## config.mk

```make
export PLATFORM = sky130hd
export DESIGN_NAME = gtc_gre_codec
export DESIGN_NICKNAME = d
export VERILOG_FILES = /design/src/common/gtc_pkg.sv /design/src/rtl/gtc_oc_acc.sv /design/src/rtl/gtc_regs.sv /design/src/rtl/gtc_gre_codec.sv
export SDC_FILE = /design/constraint.sdc
export NUM_CORES = 2
export LEC_CHECK = 0
export ABC_CLOCK_PERIOD_IN_PS = 11300
export BUFFER_PORTS_ARGS = -buffer_cell sky130_fd_sc_hd__buf_4
export CORE_MARGIN = 8
export CORE_UTILIZATION = 40
export DETAILED_ROUTE_END_ITERATION = 6
export GPL_TIMING_DRIVEN = 0
export SLEW_MARGIN = 20
export SYNTH_ARGS = -nofsm -noshare
export SYNTH_HDL_FRONTEND = slang
export SYNTH_SLANG_ARGS = --single-unit
export TNS_END_PERCENT = 20
```

## constraint.sdc

```tcl
create_clock -name sys_clk_in -period 11.3 [get_ports sys_clk_in]
set_input_delay 1.695 -clock sys_clk_in [delete_from_list [all_inputs] [get_ports sys_clk_in]]
set_output_delay 1.695 -clock sys_clk_in [all_outputs]
set_load 0.005 [all_outputs]
```

## src/common/gtc_pkg.sv

```systemverilog
package gtc_pkg;

   ////////////////////////////////////////////////////////////////////////////
   // Sizes and stream carriers.
   localparam int PAY_DEPTH = 64;
   localparam int PAY_AW = 6;
   localparam int N_RW = 9;
   localparam int N_RO = 3;

   typedef struct packed {
      logic [15:0] data;
      logic last;
   } gtc_beat_s;

   typedef struct packed {
      logic [15:0] data;
      logic last;
      logic err;
   } gtc_rx_beat_s;

   typedef struct packed {
      logic [7:0] paddr;
      logic psel;
      logic penable;
      logic pwrite;
      logic [31:0] pwdata;
   } gtc_apb_req_s;

   ////////////////////////////////////////////////////////////////////////////
   // Register map, byte offsets.
   localparam logic [7:0] OFS_CTRL = 8'h00;
   localparam logic [7:0] OFS_ETYPE = 8'h04;
   localparam logic [7:0] OFS_KEY = 8'h08;
   localparam logic [7:0] OFS_L2_HI = 8'h0c;
   localparam logic [7:0] OFS_L2_LO = 8'h10;
   localparam logic [7:0] OFS_L3_0 = 8'h14;
   localparam logic [7:0] OFS_TX_SEQ = 8'h24;
   localparam logic [7:0] OFS_RX_DROP = 8'h28;
   localparam logic [7:0] OFS_RX_EXP = 8'h2c;
   localparam logic [5:0] IDX_LAST = 6'h0b;
   localparam logic [5:0] IDX_RW_LAST = 6'h08;

   localparam int CTRL_CSUM = 0;
   localparam int CTRL_KEY = 1;
   localparam int CTRL_SEQ = 2;
   localparam int CTRL_V6 = 3;
   localparam int CTRL_LEGACY = 4;

   localparam logic [N_RW-1:0][31:0] RW_RST = {
      32'h0000_0000, 32'h0000_0000, 32'h0000_0000, 32'h0000_0000,
      32'h0000_0000, 32'h0000_0000, 32'h0000_0000, 32'h0000_0800,
      32'h0000_0000};

   ////////////////////////////////////////////////////////////////////////////
   // Header layout and segment lengths in 16-bit words.
   localparam logic [15:0] HDR_RSV_MASK = 16'h7c00;
   localparam logic [15:0] HDR_VER_MASK = 16'h0007;
   localparam int HDR_C_BIT = 15;
   localparam int HDR_K_BIT = 13;
   localparam int HDR_S_BIT = 12;
   localparam logic [15:0] CSUM_GOOD = 16'hffff;
   localparam logic [6:0] L2_WORDS = 7'h03;
   localparam logic [6:0] L3_V4_WORDS = 7'h02;
   localparam logic [6:0] L3_V6_WORDS = 7'h08;
   localparam logic [6:0] PAIR_WORDS = 7'h02;

   function automatic logic [15:0] gtc_ocadd(input logic [15:0] a, input logic [15:0] b);
      logic [16:0] s;
      s = {1'b0, a} + {1'b0, b};
      return s[15:0] + {15'h0000, s[16]};
   endfunction

endpackage

```

## src/rtl/gtc_oc_acc.sv

```systemverilog
module gtc_oc_acc (
   input wire logic sys_clk_in,
   input wire logic reset_n_in,
   input wire logic clr_in,
   input wire logic add_in,
   input wire logic [15:0] word_in,
   output logic [15:0] sum_out
);
   import gtc_pkg::*;

   logic [15:0] sum_reg;

   // End-around carry keeps the running sum a true one's complement sum.
   always_ff @(posedge sys_clk_in or negedge reset_n_in) begin
      if (!reset_n_in) begin
         sum_reg <= 16'h0000;
      end else if (clr_in) begin
         sum_reg <= 16'h0000;
      end else if (add_in) begin
         sum_reg <= gtc_ocadd(sum_reg, word_in);
      end
   end

   assign sum_out = sum_reg;
endmodule

```

## src/rtl/gtc_regs.sv

```systemverilog
module gtc_regs (
   input wire logic sys_clk_in,
   input wire logic reset_n_in,
   input gtc_pkg::gtc_apb_req_s apb_req_in,
   input wire logic [gtc_pkg::N_RO-1:0][31:0] ro_in,
   output logic [31:0] prdata_out,
   output logic pready_out,
   output logic pslverr_out,
   output logic [gtc_pkg::N_RW-1:0][31:0] cfg_out
);
   import gtc_pkg::*;

   logic [N_RW-1:0][31:0] cfg_reg;
   logic [31:0] prdata_reg;
   wire logic [5:0] idx = apb_req_in.paddr[7:2];
   wire logic mapped = (apb_req_in.paddr[1:0] == 2'b00) && (idx <= IDX_LAST);
   wire logic access = apb_req_in.psel && apb_req_in.penable;
   wire logic setup = apb_req_in.psel && !apb_req_in.penable;
   wire logic wr_ok = access && apb_req_in.pwrite && mapped && (idx <= IDX_RW_LAST);
   wire logic [31:0] rd_word = !mapped ? 32'h0000_0000 :
      (idx <= IDX_RW_LAST) ? cfg_reg[idx[3:0]] : ro_in[idx[1:0] - 2'h1];

   genvar i;
   generate
      for (i = 0; i < N_RW; i++) begin : g_rw
         always_ff @(posedge sys_clk_in or negedge reset_n_in) begin
            if (!reset_n_in) begin
               cfg_reg[i] <= RW_RST[i];
            end else if (wr_ok && idx == 6'(i)) begin
               cfg_reg[i] <= apb_req_in.pwdata;
            end
         end
      end
   endgenerate

   // Read data is captured in the setup cycle so it comes from a flop.
   always_ff @(posedge sys_clk_in or negedge reset_n_in) begin
      if (!reset_n_in) begin
         prdata_reg <= 32'h0000_0000;
      end else if (setup) begin
         prdata_reg <= rd_word;
      end
   end

   assign prdata_out = prdata_reg;
   assign pready_out = 1'b1;
   assign pslverr_out = access && !mapped;
   assign cfg_out = cfg_reg;
endmodule

```

## src/rtl/gtc_gre_codec.sv

```systemverilog
// The register offsets and the APB interface to the registers are this design's own decisions.
module gtc_gre_codec (
   input wire logic sys_clk_in,
   input wire logic reset_n_in,
   input gtc_pkg::gtc_apb_req_s apb_req_in,
   output logic [31:0] prdata_out,
   output logic pready_out,
   output logic pslverr_out,
   input wire logic pl_in_valid_in,
   input gtc_pkg::gtc_beat_s pl_in_beat_in,
   output logic pl_in_ready_out,
   output logic tn_out_valid_out,
   output gtc_pkg::gtc_beat_s tn_out_beat_out,
   input wire logic tn_out_ready_in,
   input wire logic tn_in_valid_in,
   input gtc_pkg::gtc_beat_s tn_in_beat_in,
   output logic tn_in_ready_out,
   output logic pl_out_valid_out,
   output gtc_pkg::gtc_rx_beat_s pl_out_beat_out,
   input wire logic pl_out_ready_in
);
   import gtc_pkg::*;

   ////////////////////////////////////////////////////////////////////////////
   // Registers.
   logic [N_RW-1:0][31:0] cfg;
   logic [31:0] tx_seq_reg;
   logic [31:0] rx_drop_reg;
   logic [31:0] rx_exp_reg;

   gtc_regs u_regs (
      .sys_clk_in(sys_clk_in),
      .reset_n_in(reset_n_in),
      .apb_req_in(apb_req_in),
      .ro_in({rx_exp_reg, rx_drop_reg, tx_seq_reg}),
      .prdata_out(prdata_out),
      .pready_out(pready_out),
      .pslverr_out(pslverr_out),
      .cfg_out(cfg)
   );

   wire logic [31:0] ctrl = cfg[0];

   ////////////////////////////////////////////////////////////////////////////
   // Encapsulation. The whole payload is held first because the checksum
   // must be known before the header goes out; payloads above the depth
   // are truncated, which trades length for a small fixed memory.
   typedef enum logic [7:0] {
      TX_LOAD = 8'h01, TX_L2 = 8'h02, TX_L3 = 8'h04, TX_GRE = 8'h08,
      TX_CS = 8'h10, TX_KEY = 8'h20, TX_SEQ = 8'h40, TX_PAY = 8'h80
   } gtc_tx_e;

   gtc_tx_e tx_reg, tx_next;
   logic [15:0] pay_mem [0:PAY_DEPTH-1];
   logic [6:0] tcnt_reg;
   logic [6:0] tlen_reg;
   logic c_reg, k_reg, s_reg, v6_reg;
   logic [31:0] key_reg;
   logic [15:0] etype_reg;
   logic tvalid_reg;
   gtc_beat_s tbeat_reg;
   logic [15:0] pay_sum;
   logic [15:0] tword;
   logic [6:0] seg_len;

   wire logic ld_acc = (tx_reg == TX_LOAD) && pl_in_valid_in;
   wire logic ld_store = ld_acc && !tcnt_reg[6];
   wire logic ld_end = ld_acc && pl_in_beat_in.last;
   wire logic tx_adv = (tx_reg != TX_LOAD) && (!tvalid_reg || tn_out_ready_in);
   wire logic seg_end = tx_adv && (tcnt_reg == seg_len - 7'h01);
   wire logic pkt_end = seg_end && (tx_reg == TX_PAY);
   wire logic [15:0] flags_w = {c_reg, 1'b0, k_reg, s_reg, 12'h000};
   wire logic [15:0] key_sum = k_reg ? gtc_ocadd(key_reg[31:16], key_reg[15:0]) : 16'h0000;
   wire logic [15:0] seq_sum = s_reg ? gtc_ocadd(tx_seq_reg[31:16], tx_seq_reg[15:0]) : 16'h0000;
   wire logic [15:0] hdr_sum = gtc_ocadd(gtc_ocadd(flags_w, etype_reg),
      gtc_ocadd(key_sum, seq_sum));
   wire logic [15:0] csum = ~gtc_ocadd(hdr_sum, pay_sum);
   wire gtc_tx_e after_key = s_reg ? TX_SEQ : TX_PAY;
   wire gtc_tx_e after_cs = k_reg ? TX_KEY : after_key;
   wire gtc_tx_e after_gre = c_reg ? TX_CS : after_cs;
   wire logic [31:0] l3_word = cfg[5 + 32'(tcnt_reg[2:1])];

   gtc_oc_acc u_tx_acc (
      .sys_clk_in(sys_clk_in),
      .reset_n_in(reset_n_in),
      .clr_in(pkt_end),
      .add_in(ld_store),
      .word_in(pl_in_beat_in.data),
      .sum_out(pay_sum)
   );

   always_comb begin
      seg_len = PAIR_WORDS;
      tword = 16'h0000;
      tx_next = tx_reg;
      unique case (tx_reg)
         TX_LOAD: begin
            seg_len = tlen_reg;
            if (ld_end) tx_next = TX_L2;
         end
         TX_L2: begin
            seg_len = L2_WORDS;
            tword = (tcnt_reg == 7'h00) ? cfg[3][15:0] :
               (tcnt_reg == 7'h01) ? cfg[4][31:16] : cfg[4][15:0];
            if (seg_end) tx_next = TX_L3;
         end
         TX_L3: begin
            seg_len = v6_reg ? L3_V6_WORDS : L3_V4_WORDS;
            tword = tcnt_reg[0] ? l3_word[15:0] : l3_word[31:16];
            if (seg_end) tx_next = TX_GRE;
         end
         TX_GRE: begin
            tword = tcnt_reg[0] ? etype_reg : flags_w;
            if (seg_end) tx_next = after_gre;
         end
         TX_CS: begin
            tword = tcnt_reg[0] ? 16'h0000 : csum;
            if (seg_end) tx_next = after_cs;
         end
         TX_KEY: begin
            tword = tcnt_reg[0] ? key_reg[15:0] : key_reg[31:16];
            if (seg_end) tx_next = after_key;
         end
         TX_SEQ: begin
            tword = tcnt_reg[0] ? tx_seq_reg[15:0] : tx_seq_reg[31:16];
            if (seg_end) tx_next = TX_PAY;
         end
         TX_PAY: begin
            seg_len = tlen_reg;
            tword = pay_mem[tcnt_reg[5:0]];
            if (seg_end) tx_next = TX_LOAD;
         end
         default: tx_next = TX_LOAD;
      endcase
   end

   always_ff @(posedge sys_clk_in) begin
      if (ld_store) pay_mem[tcnt_reg[5:0]] <= pl_in_beat_in.data;
   end

   always_ff @(posedge sys_clk_in or negedge reset_n_in) begin
      if (!reset_n_in) begin
         tx_reg <= TX_LOAD;
         tcnt_reg <= 7'h00;
         tlen_reg <= 7'h00;
      end else begin
         tx_reg <= tx_next;
         if (ld_end) tlen_reg <= tcnt_reg[6] ? tcnt_reg : tcnt_reg + 7'h01;
         if (ld_end || seg_end) tcnt_reg <= 7'h00;
         else if (ld_store || tx_adv) tcnt_reg <= tcnt_reg + 7'h01;
      end
   end

   // Flags, key and Ethertype are frozen per packet so software writes
   // cannot tear a GRE header that is already under way; L2 and L3 words are read live.
   always_ff @(posedge sys_clk_in or negedge reset_n_in) begin
      if (!reset_n_in) begin
         {c_reg, k_reg, s_reg, v6_reg} <= 4'h0;
         key_reg <= 32'h0000_0000;
         etype_reg <= 16'h0000;
      end else if (ld_end) begin
         c_reg <= ctrl[CTRL_CSUM];
         k_reg <= ctrl[CTRL_KEY];
         s_reg <= ctrl[CTRL_SEQ];
         v6_reg <= ctrl[CTRL_V6];
         key_reg <= cfg[2];
         etype_reg <= cfg[1][15:0];
      end
   end

   always_ff @(posedge sys_clk_in or negedge reset_n_in) begin
      if (!reset_n_in) begin
         tx_seq_reg <= 32'h0000_0000;
      end else if (pkt_end && s_reg) begin
         tx_seq_reg <= tx_seq_reg + 32'h0000_0001;
      end
   end

   always_ff @(posedge sys_clk_in or negedge reset_n_in) begin
      if (!reset_n_in) begin
         tvalid_reg <= 1'b0;
         tbeat_reg <= '0;
      end else if (tx_adv) begin
         tvalid_reg <= 1'b1;
         tbeat_reg <= '{data: tword, last: pkt_end};
      end else if (tn_out_ready_in) begin
         tvalid_reg <= 1'b0;
      end
   end

   assign pl_in_ready_out = (tx_reg == TX_LOAD);
   assign tn_out_valid_out = tvalid_reg;
   assign tn_out_beat_out = tbeat_reg;

   ////////////////////////////////////////////////////////////////////////////
   // Decapsulation. Header arrives first, delivery header already removed.
   typedef enum logic [7:0] {
      RX_W0 = 8'h01, RX_ET = 8'h02, RX_CS = 8'h04, RX_RSV = 8'h08,
      RX_KEY = 8'h10, RX_SEQ = 8'h20, RX_PAY = 8'h40, RX_DROP = 8'h80
   } gtc_rx_e;

   gtc_rx_e rx_reg, rx_next;
   logic rc_reg, rk_reg, rs_reg, rhalf_reg;
   logic [15:0] rseq_hi_reg;
   logic pvalid_reg;
   gtc_rx_beat_s pbeat_reg;
   logic [15:0] rx_sum;

   wire logic [15:0] w = tn_in_beat_in.data;
   wire logic rx_acc = tn_in_valid_in && tn_in_ready_out;
   wire logic rx_last = rx_acc && tn_in_beat_in.last;
   wire logic w0_bad = ((w & HDR_RSV_MASK) != 16'h0000 && !ctrl[CTRL_LEGACY]) ||
      ((w & HDR_VER_MASK) != 16'h0000);
   wire logic [31:0] rseq = {rseq_hi_reg, w};
   wire logic [31:0] seq_gap = rseq - rx_exp_reg;
   wire logic seq_late = rs_reg && seq_gap[31];
   wire gtc_rx_e r_after_key = rs_reg ? RX_SEQ : RX_PAY;
   wire gtc_rx_e r_after_cs = rk_reg ? RX_KEY : r_after_key;
   wire logic hdr_state = (rx_reg != RX_PAY) && (rx_reg != RX_DROP);
   wire logic seq_done = rx_acc && (rx_reg == RX_SEQ) && rhalf_reg;
   wire logic drop_evt = rx_acc && ((rx_reg == RX_W0 && w0_bad) ||
      (seq_done && seq_late) || (hdr_state && tn_in_beat_in.last));
   wire logic sum_bad = rc_reg && (gtc_ocadd(rx_sum, w) != CSUM_GOOD);

   gtc_oc_acc u_rx_acc (
      .sys_clk_in(sys_clk_in),
      .reset_n_in(reset_n_in),
      .clr_in(rx_last),
      .add_in(rx_acc),
      .word_in(w),
      .sum_out(rx_sum)
   );

   always_comb begin
      rx_next = rx_reg;
      if (rx_acc) begin
         unique case (rx_reg)
            RX_W0: rx_next = w0_bad ? RX_DROP : RX_ET;
            RX_ET: rx_next = rc_reg ? RX_CS : r_after_cs;
            RX_CS: rx_next = RX_RSV;
            RX_RSV: rx_next = r_after_cs;
            RX_KEY: rx_next = rhalf_reg ? r_after_key : RX_KEY;
            RX_SEQ: rx_next = !rhalf_reg ? RX_SEQ : seq_late ? RX_DROP : RX_PAY;
            RX_PAY: rx_next = RX_PAY;
            RX_DROP: rx_next = RX_DROP;
            default: rx_next = RX_W0;
         endcase
         if (tn_in_beat_in.last) rx_next = RX_W0;
      end
   end

   always_ff @(posedge sys_clk_in or negedge reset_n_in) begin
      if (!reset_n_in) begin
         rx_reg <= RX_W0;
         {rc_reg, rk_reg, rs_reg, rhalf_reg} <= 4'h0;
         rseq_hi_reg <= 16'h0000;
         rx_exp_reg <= 32'h0000_0000;
         rx_drop_reg <= 32'h0000_0000;
      end else begin
         rx_reg <= rx_next;
         if (rx_acc && rx_reg == RX_W0) begin
            rc_reg <= w[HDR_C_BIT];
            rk_reg <= w[HDR_K_BIT];
            rs_reg <= w[HDR_S_BIT];
         end
         if (rx_acc && (rx_reg == RX_KEY || rx_reg == RX_SEQ)) rhalf_reg <= !rhalf_reg;
         if (rx_last) rhalf_reg <= 1'b0;
         if (rx_acc && rx_reg == RX_SEQ && !rhalf_reg) rseq_hi_reg <= w;
         if (seq_done && !seq_late) rx_exp_reg <= rseq + 32'h0000_0001;
         if (drop_evt) rx_drop_reg <= rx_drop_reg + 32'h0000_0001;
      end
   end

   always_ff @(posedge sys_clk_in or negedge reset_n_in) begin
      if (!reset_n_in) begin
         pvalid_reg <= 1'b0;
         pbeat_reg <= '0;
      end else if (rx_acc && rx_reg == RX_PAY) begin
         pvalid_reg <= 1'b1;
         pbeat_reg <= '{data: w, last: tn_in_beat_in.last, err: sum_bad};
      end else if (pl_out_ready_in) begin
         pvalid_reg <= 1'b0;
      end
   end

   assign tn_in_ready_out = (rx_reg != RX_PAY) || !pvalid_reg || pl_out_ready_in;
   assign pl_out_valid_out = pvalid_reg;
   assign pl_out_beat_out = pbeat_reg;
endmodule

```

Yosys cells after proc, flatten, opt, wreduce, memory -nomap -nowiden. Memories as Yosys holds them, arrays and structs flattened. Index checks and enable logic that the tools add are counted.

Register bits after elaboration: 587. Memories kept: 1. RAM bits: 1024. Logic and storage cells: 232. Output and inout port bits: 73.

Memories: pay_mem (words 64, width 16, rd ports 1, clocked after memory_dff 0, write ports 1, RTL line gtc_gre_codec.sv:54) `logic [15:0] pay_mem [0:PAY_DEPTH-1];`.

Muxes and demuxes: 56. Equal/unequal tests: 38. $lt $le $gt $ge: 5. Bitwise logic cells: 1. Reduce and logical (&&, ||, !) cells: 70. $add $sub $neg: 24.

Operator list (number): $bmux W32 S4 (2); $mux W16 (13); $mux W32 (5); $add A16 B16 Y17 (8); $add A16 B1 Y16 (8); $pmux W8 S8 (2); $mux W8 (15); $pmux W16 S7 (1); $add A32 B1 Y32 const B (3); $bmux W32 S2 (1); $mux W7 (7); $logic_and A1 B1 Y1 (40); $reduce_bool A16 Y1 (2); $sub A32 B32 Y32 (1); $eq A6 B3 Y1 const B (4); $pmux W7 S3 (1); $eq A8 B1 Y1 const B (2); $eq A8 B2 Y1 const B (2); $eq A8 B3 Y1 const B (2); $eq A8 B4 Y1 const B (2); $eq A8 B5 Y1 const B (2); $eq A8 B6 Y1 const B (2); $eq A8 B7 Y1 const B (2); $eq A8 B8 Y1 const B (2); other kinds (29) (65).

Depth between registers and ports, before layout.
Depth in word-level cells: 12. Depth in mapped cells: 75. Mapped depth without buffers: 72.

Hierarchy. From an unflattened synthesis, not the netlist that was laid out.

Cells, all modules: 5504. Area total of the unflattened synthesis: 78282.6 µm².

Modules (own cells, without submodules): gtc_gre_codec (cells each 3917, instances 1, area an instance 59394.5 µm²); gtc_regs (cells each 1133, instances 1, area an instance 15089.5 µm²); gtc_oc_acc (cells each 227, instances 2, area an instance 1899.3 µm²).

Worst setup path before layout. No wires, ideal clock.

Path type: reg-to-reg. Start: register tx_seq_reg[0]. End: register tbeat_reg, in the netlist tn_out_beat_out[16]. Buffers on the path: 3. Cell stages (with the launch flop): 73. Data required time: 11223 ps. Arrival: 12348 ps. Slack: -1125 ps. Path through: dfrtp_1 ha_1 inv_1 fa_1 nor2b_1 o31a_1 o211ai_1 a21oi_1 o31a_1 nor4_1 nor3_1 a21o_1 a21o_1 ha_1 and3_1 clkbuf_1 nand3_1 xor2_1 [... 37 more ...] and3_1 a21oi_1 o211ai_1 a21oi_1 nor2b_1 o21ai_0 nand2b_1 ha_1 nor2b_1 nor2b_1 or3b_1 nor4_2 o2111ai_1 or4_1 nor4_2 o211a_1 o21ai_1 a21oi_1.

Longest elaborated chain between the ends: 12.

RTL lines: from (decl) (RTL line gtc_gre_codec.sv:27) `logic [31:0] tx_seq_reg;`; from (signal assigned) (RTL line gtc_gre_codec.sv:175) `tx_seq_reg <= tx_seq_reg + 32'h0000_0001;`; $add A16 B16 Y17 (RTL line gtc_pkg.sv:69) `s = {1'b0, a} + {1'b0, b};`; $add A16 B1 Y16 (RTL line gtc_pkg.sv:70) `return s[15:0] + {15'h0000, s[16]};`; $mux W16 (RTL line gtc_gre_codec.sv:74) `wire logic [15:0] seq_sum = s_reg ? gtc_ocadd(tx_seq_reg[31:16], tx_seq_reg[15:0]) : 16'h0000;`; $add A16 B16 Y17 (RTL line gtc_pkg.sv:69); $add A16 B1 Y16 (RTL line gtc_pkg.sv:70); $add A16 B16 Y17 (RTL line gtc_pkg.sv:69); $add A16 B1 Y16 (RTL line gtc_pkg.sv:70); $add A16 B16 Y17 (RTL line gtc_pkg.sv:69); $add A16 B1 Y16 (RTL line gtc_pkg.sv:70); $not A16 Y16 (RTL line gtc_gre_codec.sv:77) `wire logic [15:0] csum = ~gtc_ocadd(hdr_sum, pay_sum);`; $mux W16 (RTL line gtc_gre_codec.sv:117) `tword = tcnt_reg[0] ? 16'h0000 : csum;`; $pmux W16 S7 (RTL line gtc_gre_codec.sv:96) `unique case (tx_reg)`; to (signal assigned) (RTL line gtc_gre_codec.sv:185) `tbeat_reg <= '{data: tword, last: pkt_end};`; to (decl) (RTL line gtc_gre_codec.sv:61) `gtc_beat_s tbeat_reg;`.

No other way between the ends. A chain may end at the register's enable or synchronous reset.

Worst setup path in the final report.
Start: register tx_seq_reg[3]. End: register tbeat_reg, in the netlist tn_out_beat_out[16].

The elaborated chain is that of the path after synthesis.

==> summary.txt <==
Status
  – Outcome: complete, but fails checks
  – Failing checks: negative setup slack

Global routing
  – Gr usage total: a little under a quarter
  – Initial antenna violation count: 6
  – Largest net degree at the start of global routing: 100
  – Number of global-route vias before repair: 49.0k
  – First-pass GRT wire length: 353000 µm
  – Grt total ovfl: 0

Synthesis
  – Avg Cell Area, Syn: 14.7 µm²
  – Seq cells post-synth: 1611
  – Sequential share of the synthesized area: 59.5%
  – Top FF cell, synth: edfxtp_1
  – Yosys cell types: 91
  – Post-Syn Nets: ~5.4k
  – Netlist area before placement: 0.0764 mm²
  – Ys async rst share: 36.4%
  – Synth Instances: 5178
  – Number of flops mapped to enable cells by yosys: 1024
  – Ys Warns: 0

Setup path
  – Worst reg2reg path startpoint: tx_seq_reg[3]
  – Critical Path End Type: flip-flop
  – CP max FO: 6
  – Crit path arrival time: roughly 13 ns
  – R2r worst-path depth: 67
  – Crit-path max cell delay: 0.53 ns
  – Crit path launch type: flip-flop
  – CP Buf/Inv Count: 0
  – CP Class: flip-flop to flip-flop
  – Delay-heaviest family, CP: compound AO/OA/AOI/OAI gates
  – Worst EP required: about 12 ns
  – FF-to-FF End: tn_out_beat_out[16]
  – R2R Setup Slk: -1.04 ns
  – Crit-path slowest cell: or4_4

Clocking
  – Latest clock arrival within the worst-skew pair: 0.88 ns
  – Clock root buffer: clkbuf_16
  – H-Tree Depth: 4
  – CTS Buffer Depth: 3
  – CTS hold repair buffers: 0
  – Clock sinks: about 1.6k
  – Worst-path clk slew: 0.06 ns
  – Num CTS Buffers: 171
  – CTS tree: built

Job
  – Max_cap viols: 0

Detailed routing
  – Vias after detailed routing: 49.4k
  – Final WL: 249000 µm
  – DR iter-0 viols: 5044
  – Routed Antenna Nets: 0
  – Number of detailed-route iterations in the first pass: 7
  – Number of vias per cell: 5.96
  – Post-DR wirelength/cell: roughly 30 µm
  – Drt drc: 0

Finish
  – Layout cells sized above 1: a little over a quarter
  – P&R area growth vs syn: 17.4%
  – Post-layout util: 47.2%
  – Number of flip-flops in the largest register: about 1k
  – Fill cell total of the finished layout: 16.3k
  – Final net count: 5895

Timing
  – Fin. Hold Viols: 0
  – Final setup viols: 16
  – Fin crit period: 12.34 ns
  – Rel. slew slack: 18.3%
  – Final worst setup slack: -1.04 ns
  – Tcrit/Tclk final: 109%
  – RSZ-0062 raised after global routing: true
  – Fin. max-slew vios: 0
  – Min Hold Slack: 0.473 ns
  – Layout Skew: approximately 0.12 ns
  – Upper clock frequency limit: about 81 MHz
  – Worst-margin pin slew: 1.23 ns

Place
  – Buffers on Ports: around 150
  – DP HPWL: 178000 µm
  – GP Congestion: 0.945

Pwr
  – Pwr Total: 0.0174 W
  – Leakage: 34.1 nW
  – Power Density: slightly below 200 mW/mm²
  – Worst vdd ir: about 0.00018 V

Floorplanning
  – Die height: 453 µm
  – Die area: 0.205 mm²
  – Die X: 453 µm
  – Row count: 160
  – Initial Util: 40.2%
  – Core footprint: 0.190 mm²
  – Top Ports: approximately 160

Min path
  – Worst min path class: flip-flop to flip-flop
  – Hold EP: rx_drop_reg[31]
  – Worst hold start: rx_drop_reg[31]
  – WHS Path Cells: 1
## cell usage after synthesis, drive strengths merged, types with 58 or more instances
cell	count	area share, %
edfxtp	1024	40
dfrtp	584	19
mux4	431	13
nand2	401	2.0
mux2	342	5.0
nor2	275	1.4
o21ai	197	1.3
clkbuf	186	0.91
ha	178	2.9
xnor2	168	1.9
a21oi	142	0.93
nand3	121	0.80
xor2	113	1.3
inv	98	0.48
buf	82	0.44
nor3	76	0.50
a21o	71	0.70
mux2i	67	0.88
a211oi	58	0.58
## repair_timing
action | CTS | global route
setup endpoints to repair | 16 | 16
gates resized for setup | 65 | 45
endpoints found under the hold margin | 0 | 0
setup buffers | 52 | 19
pin swaps | 64 | 50
## placed cells by master, fill, tap and decap left out, drive strengths merged, types with 178 or more instances in the layout
cell / count
dfrtp: 584
edfxtp: 1024
clkbuf: 412
o21ai: 197
nand2: 401
mux4: 431
ha: 178
buf: 356
nor2: 275
mux2: 342
## cells by family (layout without fill, tap and decap cells)
kind of cell / Yosys count / after routing / share of synthesized area [%]
AOI/OAI and AO/OA: 737 / 737 / 6.42
xor gates and xnor gates: 284 / 284 / 3.31
adders and majority gates: 186 / 186 / 3.13
buffers and inverters: 368 / 957 / 1.84
DFF: 1611 / 1611 / 59.5
muxes: 840 / 840 / 18.6
other: 1 / 2 / 0.00491
and+or+nand+nor: 1151 / 1151 / 7.15
## per-stage QoR
stage / TNS [ns] / instances / worst slack, ns / area (µm²)
after floorplan: -0.809 / 5178 / -0.268 / 76600
after global placement: -19.90 / 7841 / -1.96 / 80900
after detailed placement: -21.08 / 7899 / -2.05 / 83000
after CTS: -6.48 / 8261 / -1.01 / 89300
after global routing: -18.22 / 8279 / -1.73 / 89700
final: -8.07 / 8279 / -1.04 / 89700
## power breakdown
group / leakage (nW) / internal (W) / switching, W
clock: 2.74 / 0.00317 / 0.00249
sequential: 17.2 / 0.00649 / 0.000194
combinational: 14.2 / 0.00201 / 0.00302
total: 34.1 / 0.0117 / 0.00570
## layout make-up
class                      count  area (µm²)  share of cell area (%)
sequential                  1611       45500                    50.7
multi-input combinational   3199       30700                    34.3
clock buffer                 225        4620                    5.15
timing repair buffer         281        3230                    3.61
tap                         2511        3140                    3.50
buffer                       262        1070                    1.19
clock inverter                89        1040                    1.16
inverter                     100         378                   0.421
antenna                        1        2.50                 0.00279
## how the worst max path moves through the flow
| stage | start | end | slack, ns | cells after the start |
|---|---|---|---|---|
| 2_1_floorplan | tx_seq_reg[0] | tn_out_beat_out[16] | -0.27 | 70 |
| 3_3_place_gp | tx_seq_reg[0] | tn_out_beat_out[11] | -1.96 | 75 |
| 3_5_place_dp | tx_seq_reg[0] | tn_out_beat_out[11] | -2.05 | 75 |
| 4_1_cts | tx_seq_reg[16] | tn_out_beat_out[16] | -1.01 | 70 |
| 5_1_grt | tx_seq_reg[16] | tn_out_beat_out[16] | -1.73 | 70 |
| 6_report | tx_seq_reg[3] | tn_out_beat_out[16] | -1.04 | 67 |
## layer usage
layer  global-route usage (%)  up-vias  share of wire, %
met3                     5.27      503               7.8
met1                     30.4    25779                39
li1                         -    21009                 -
met2                     39.0     2058                48
met5                        0        -             0.018
met4                     9.63        6               4.7
Note: power is estimated with default switching activity, not from simulation.
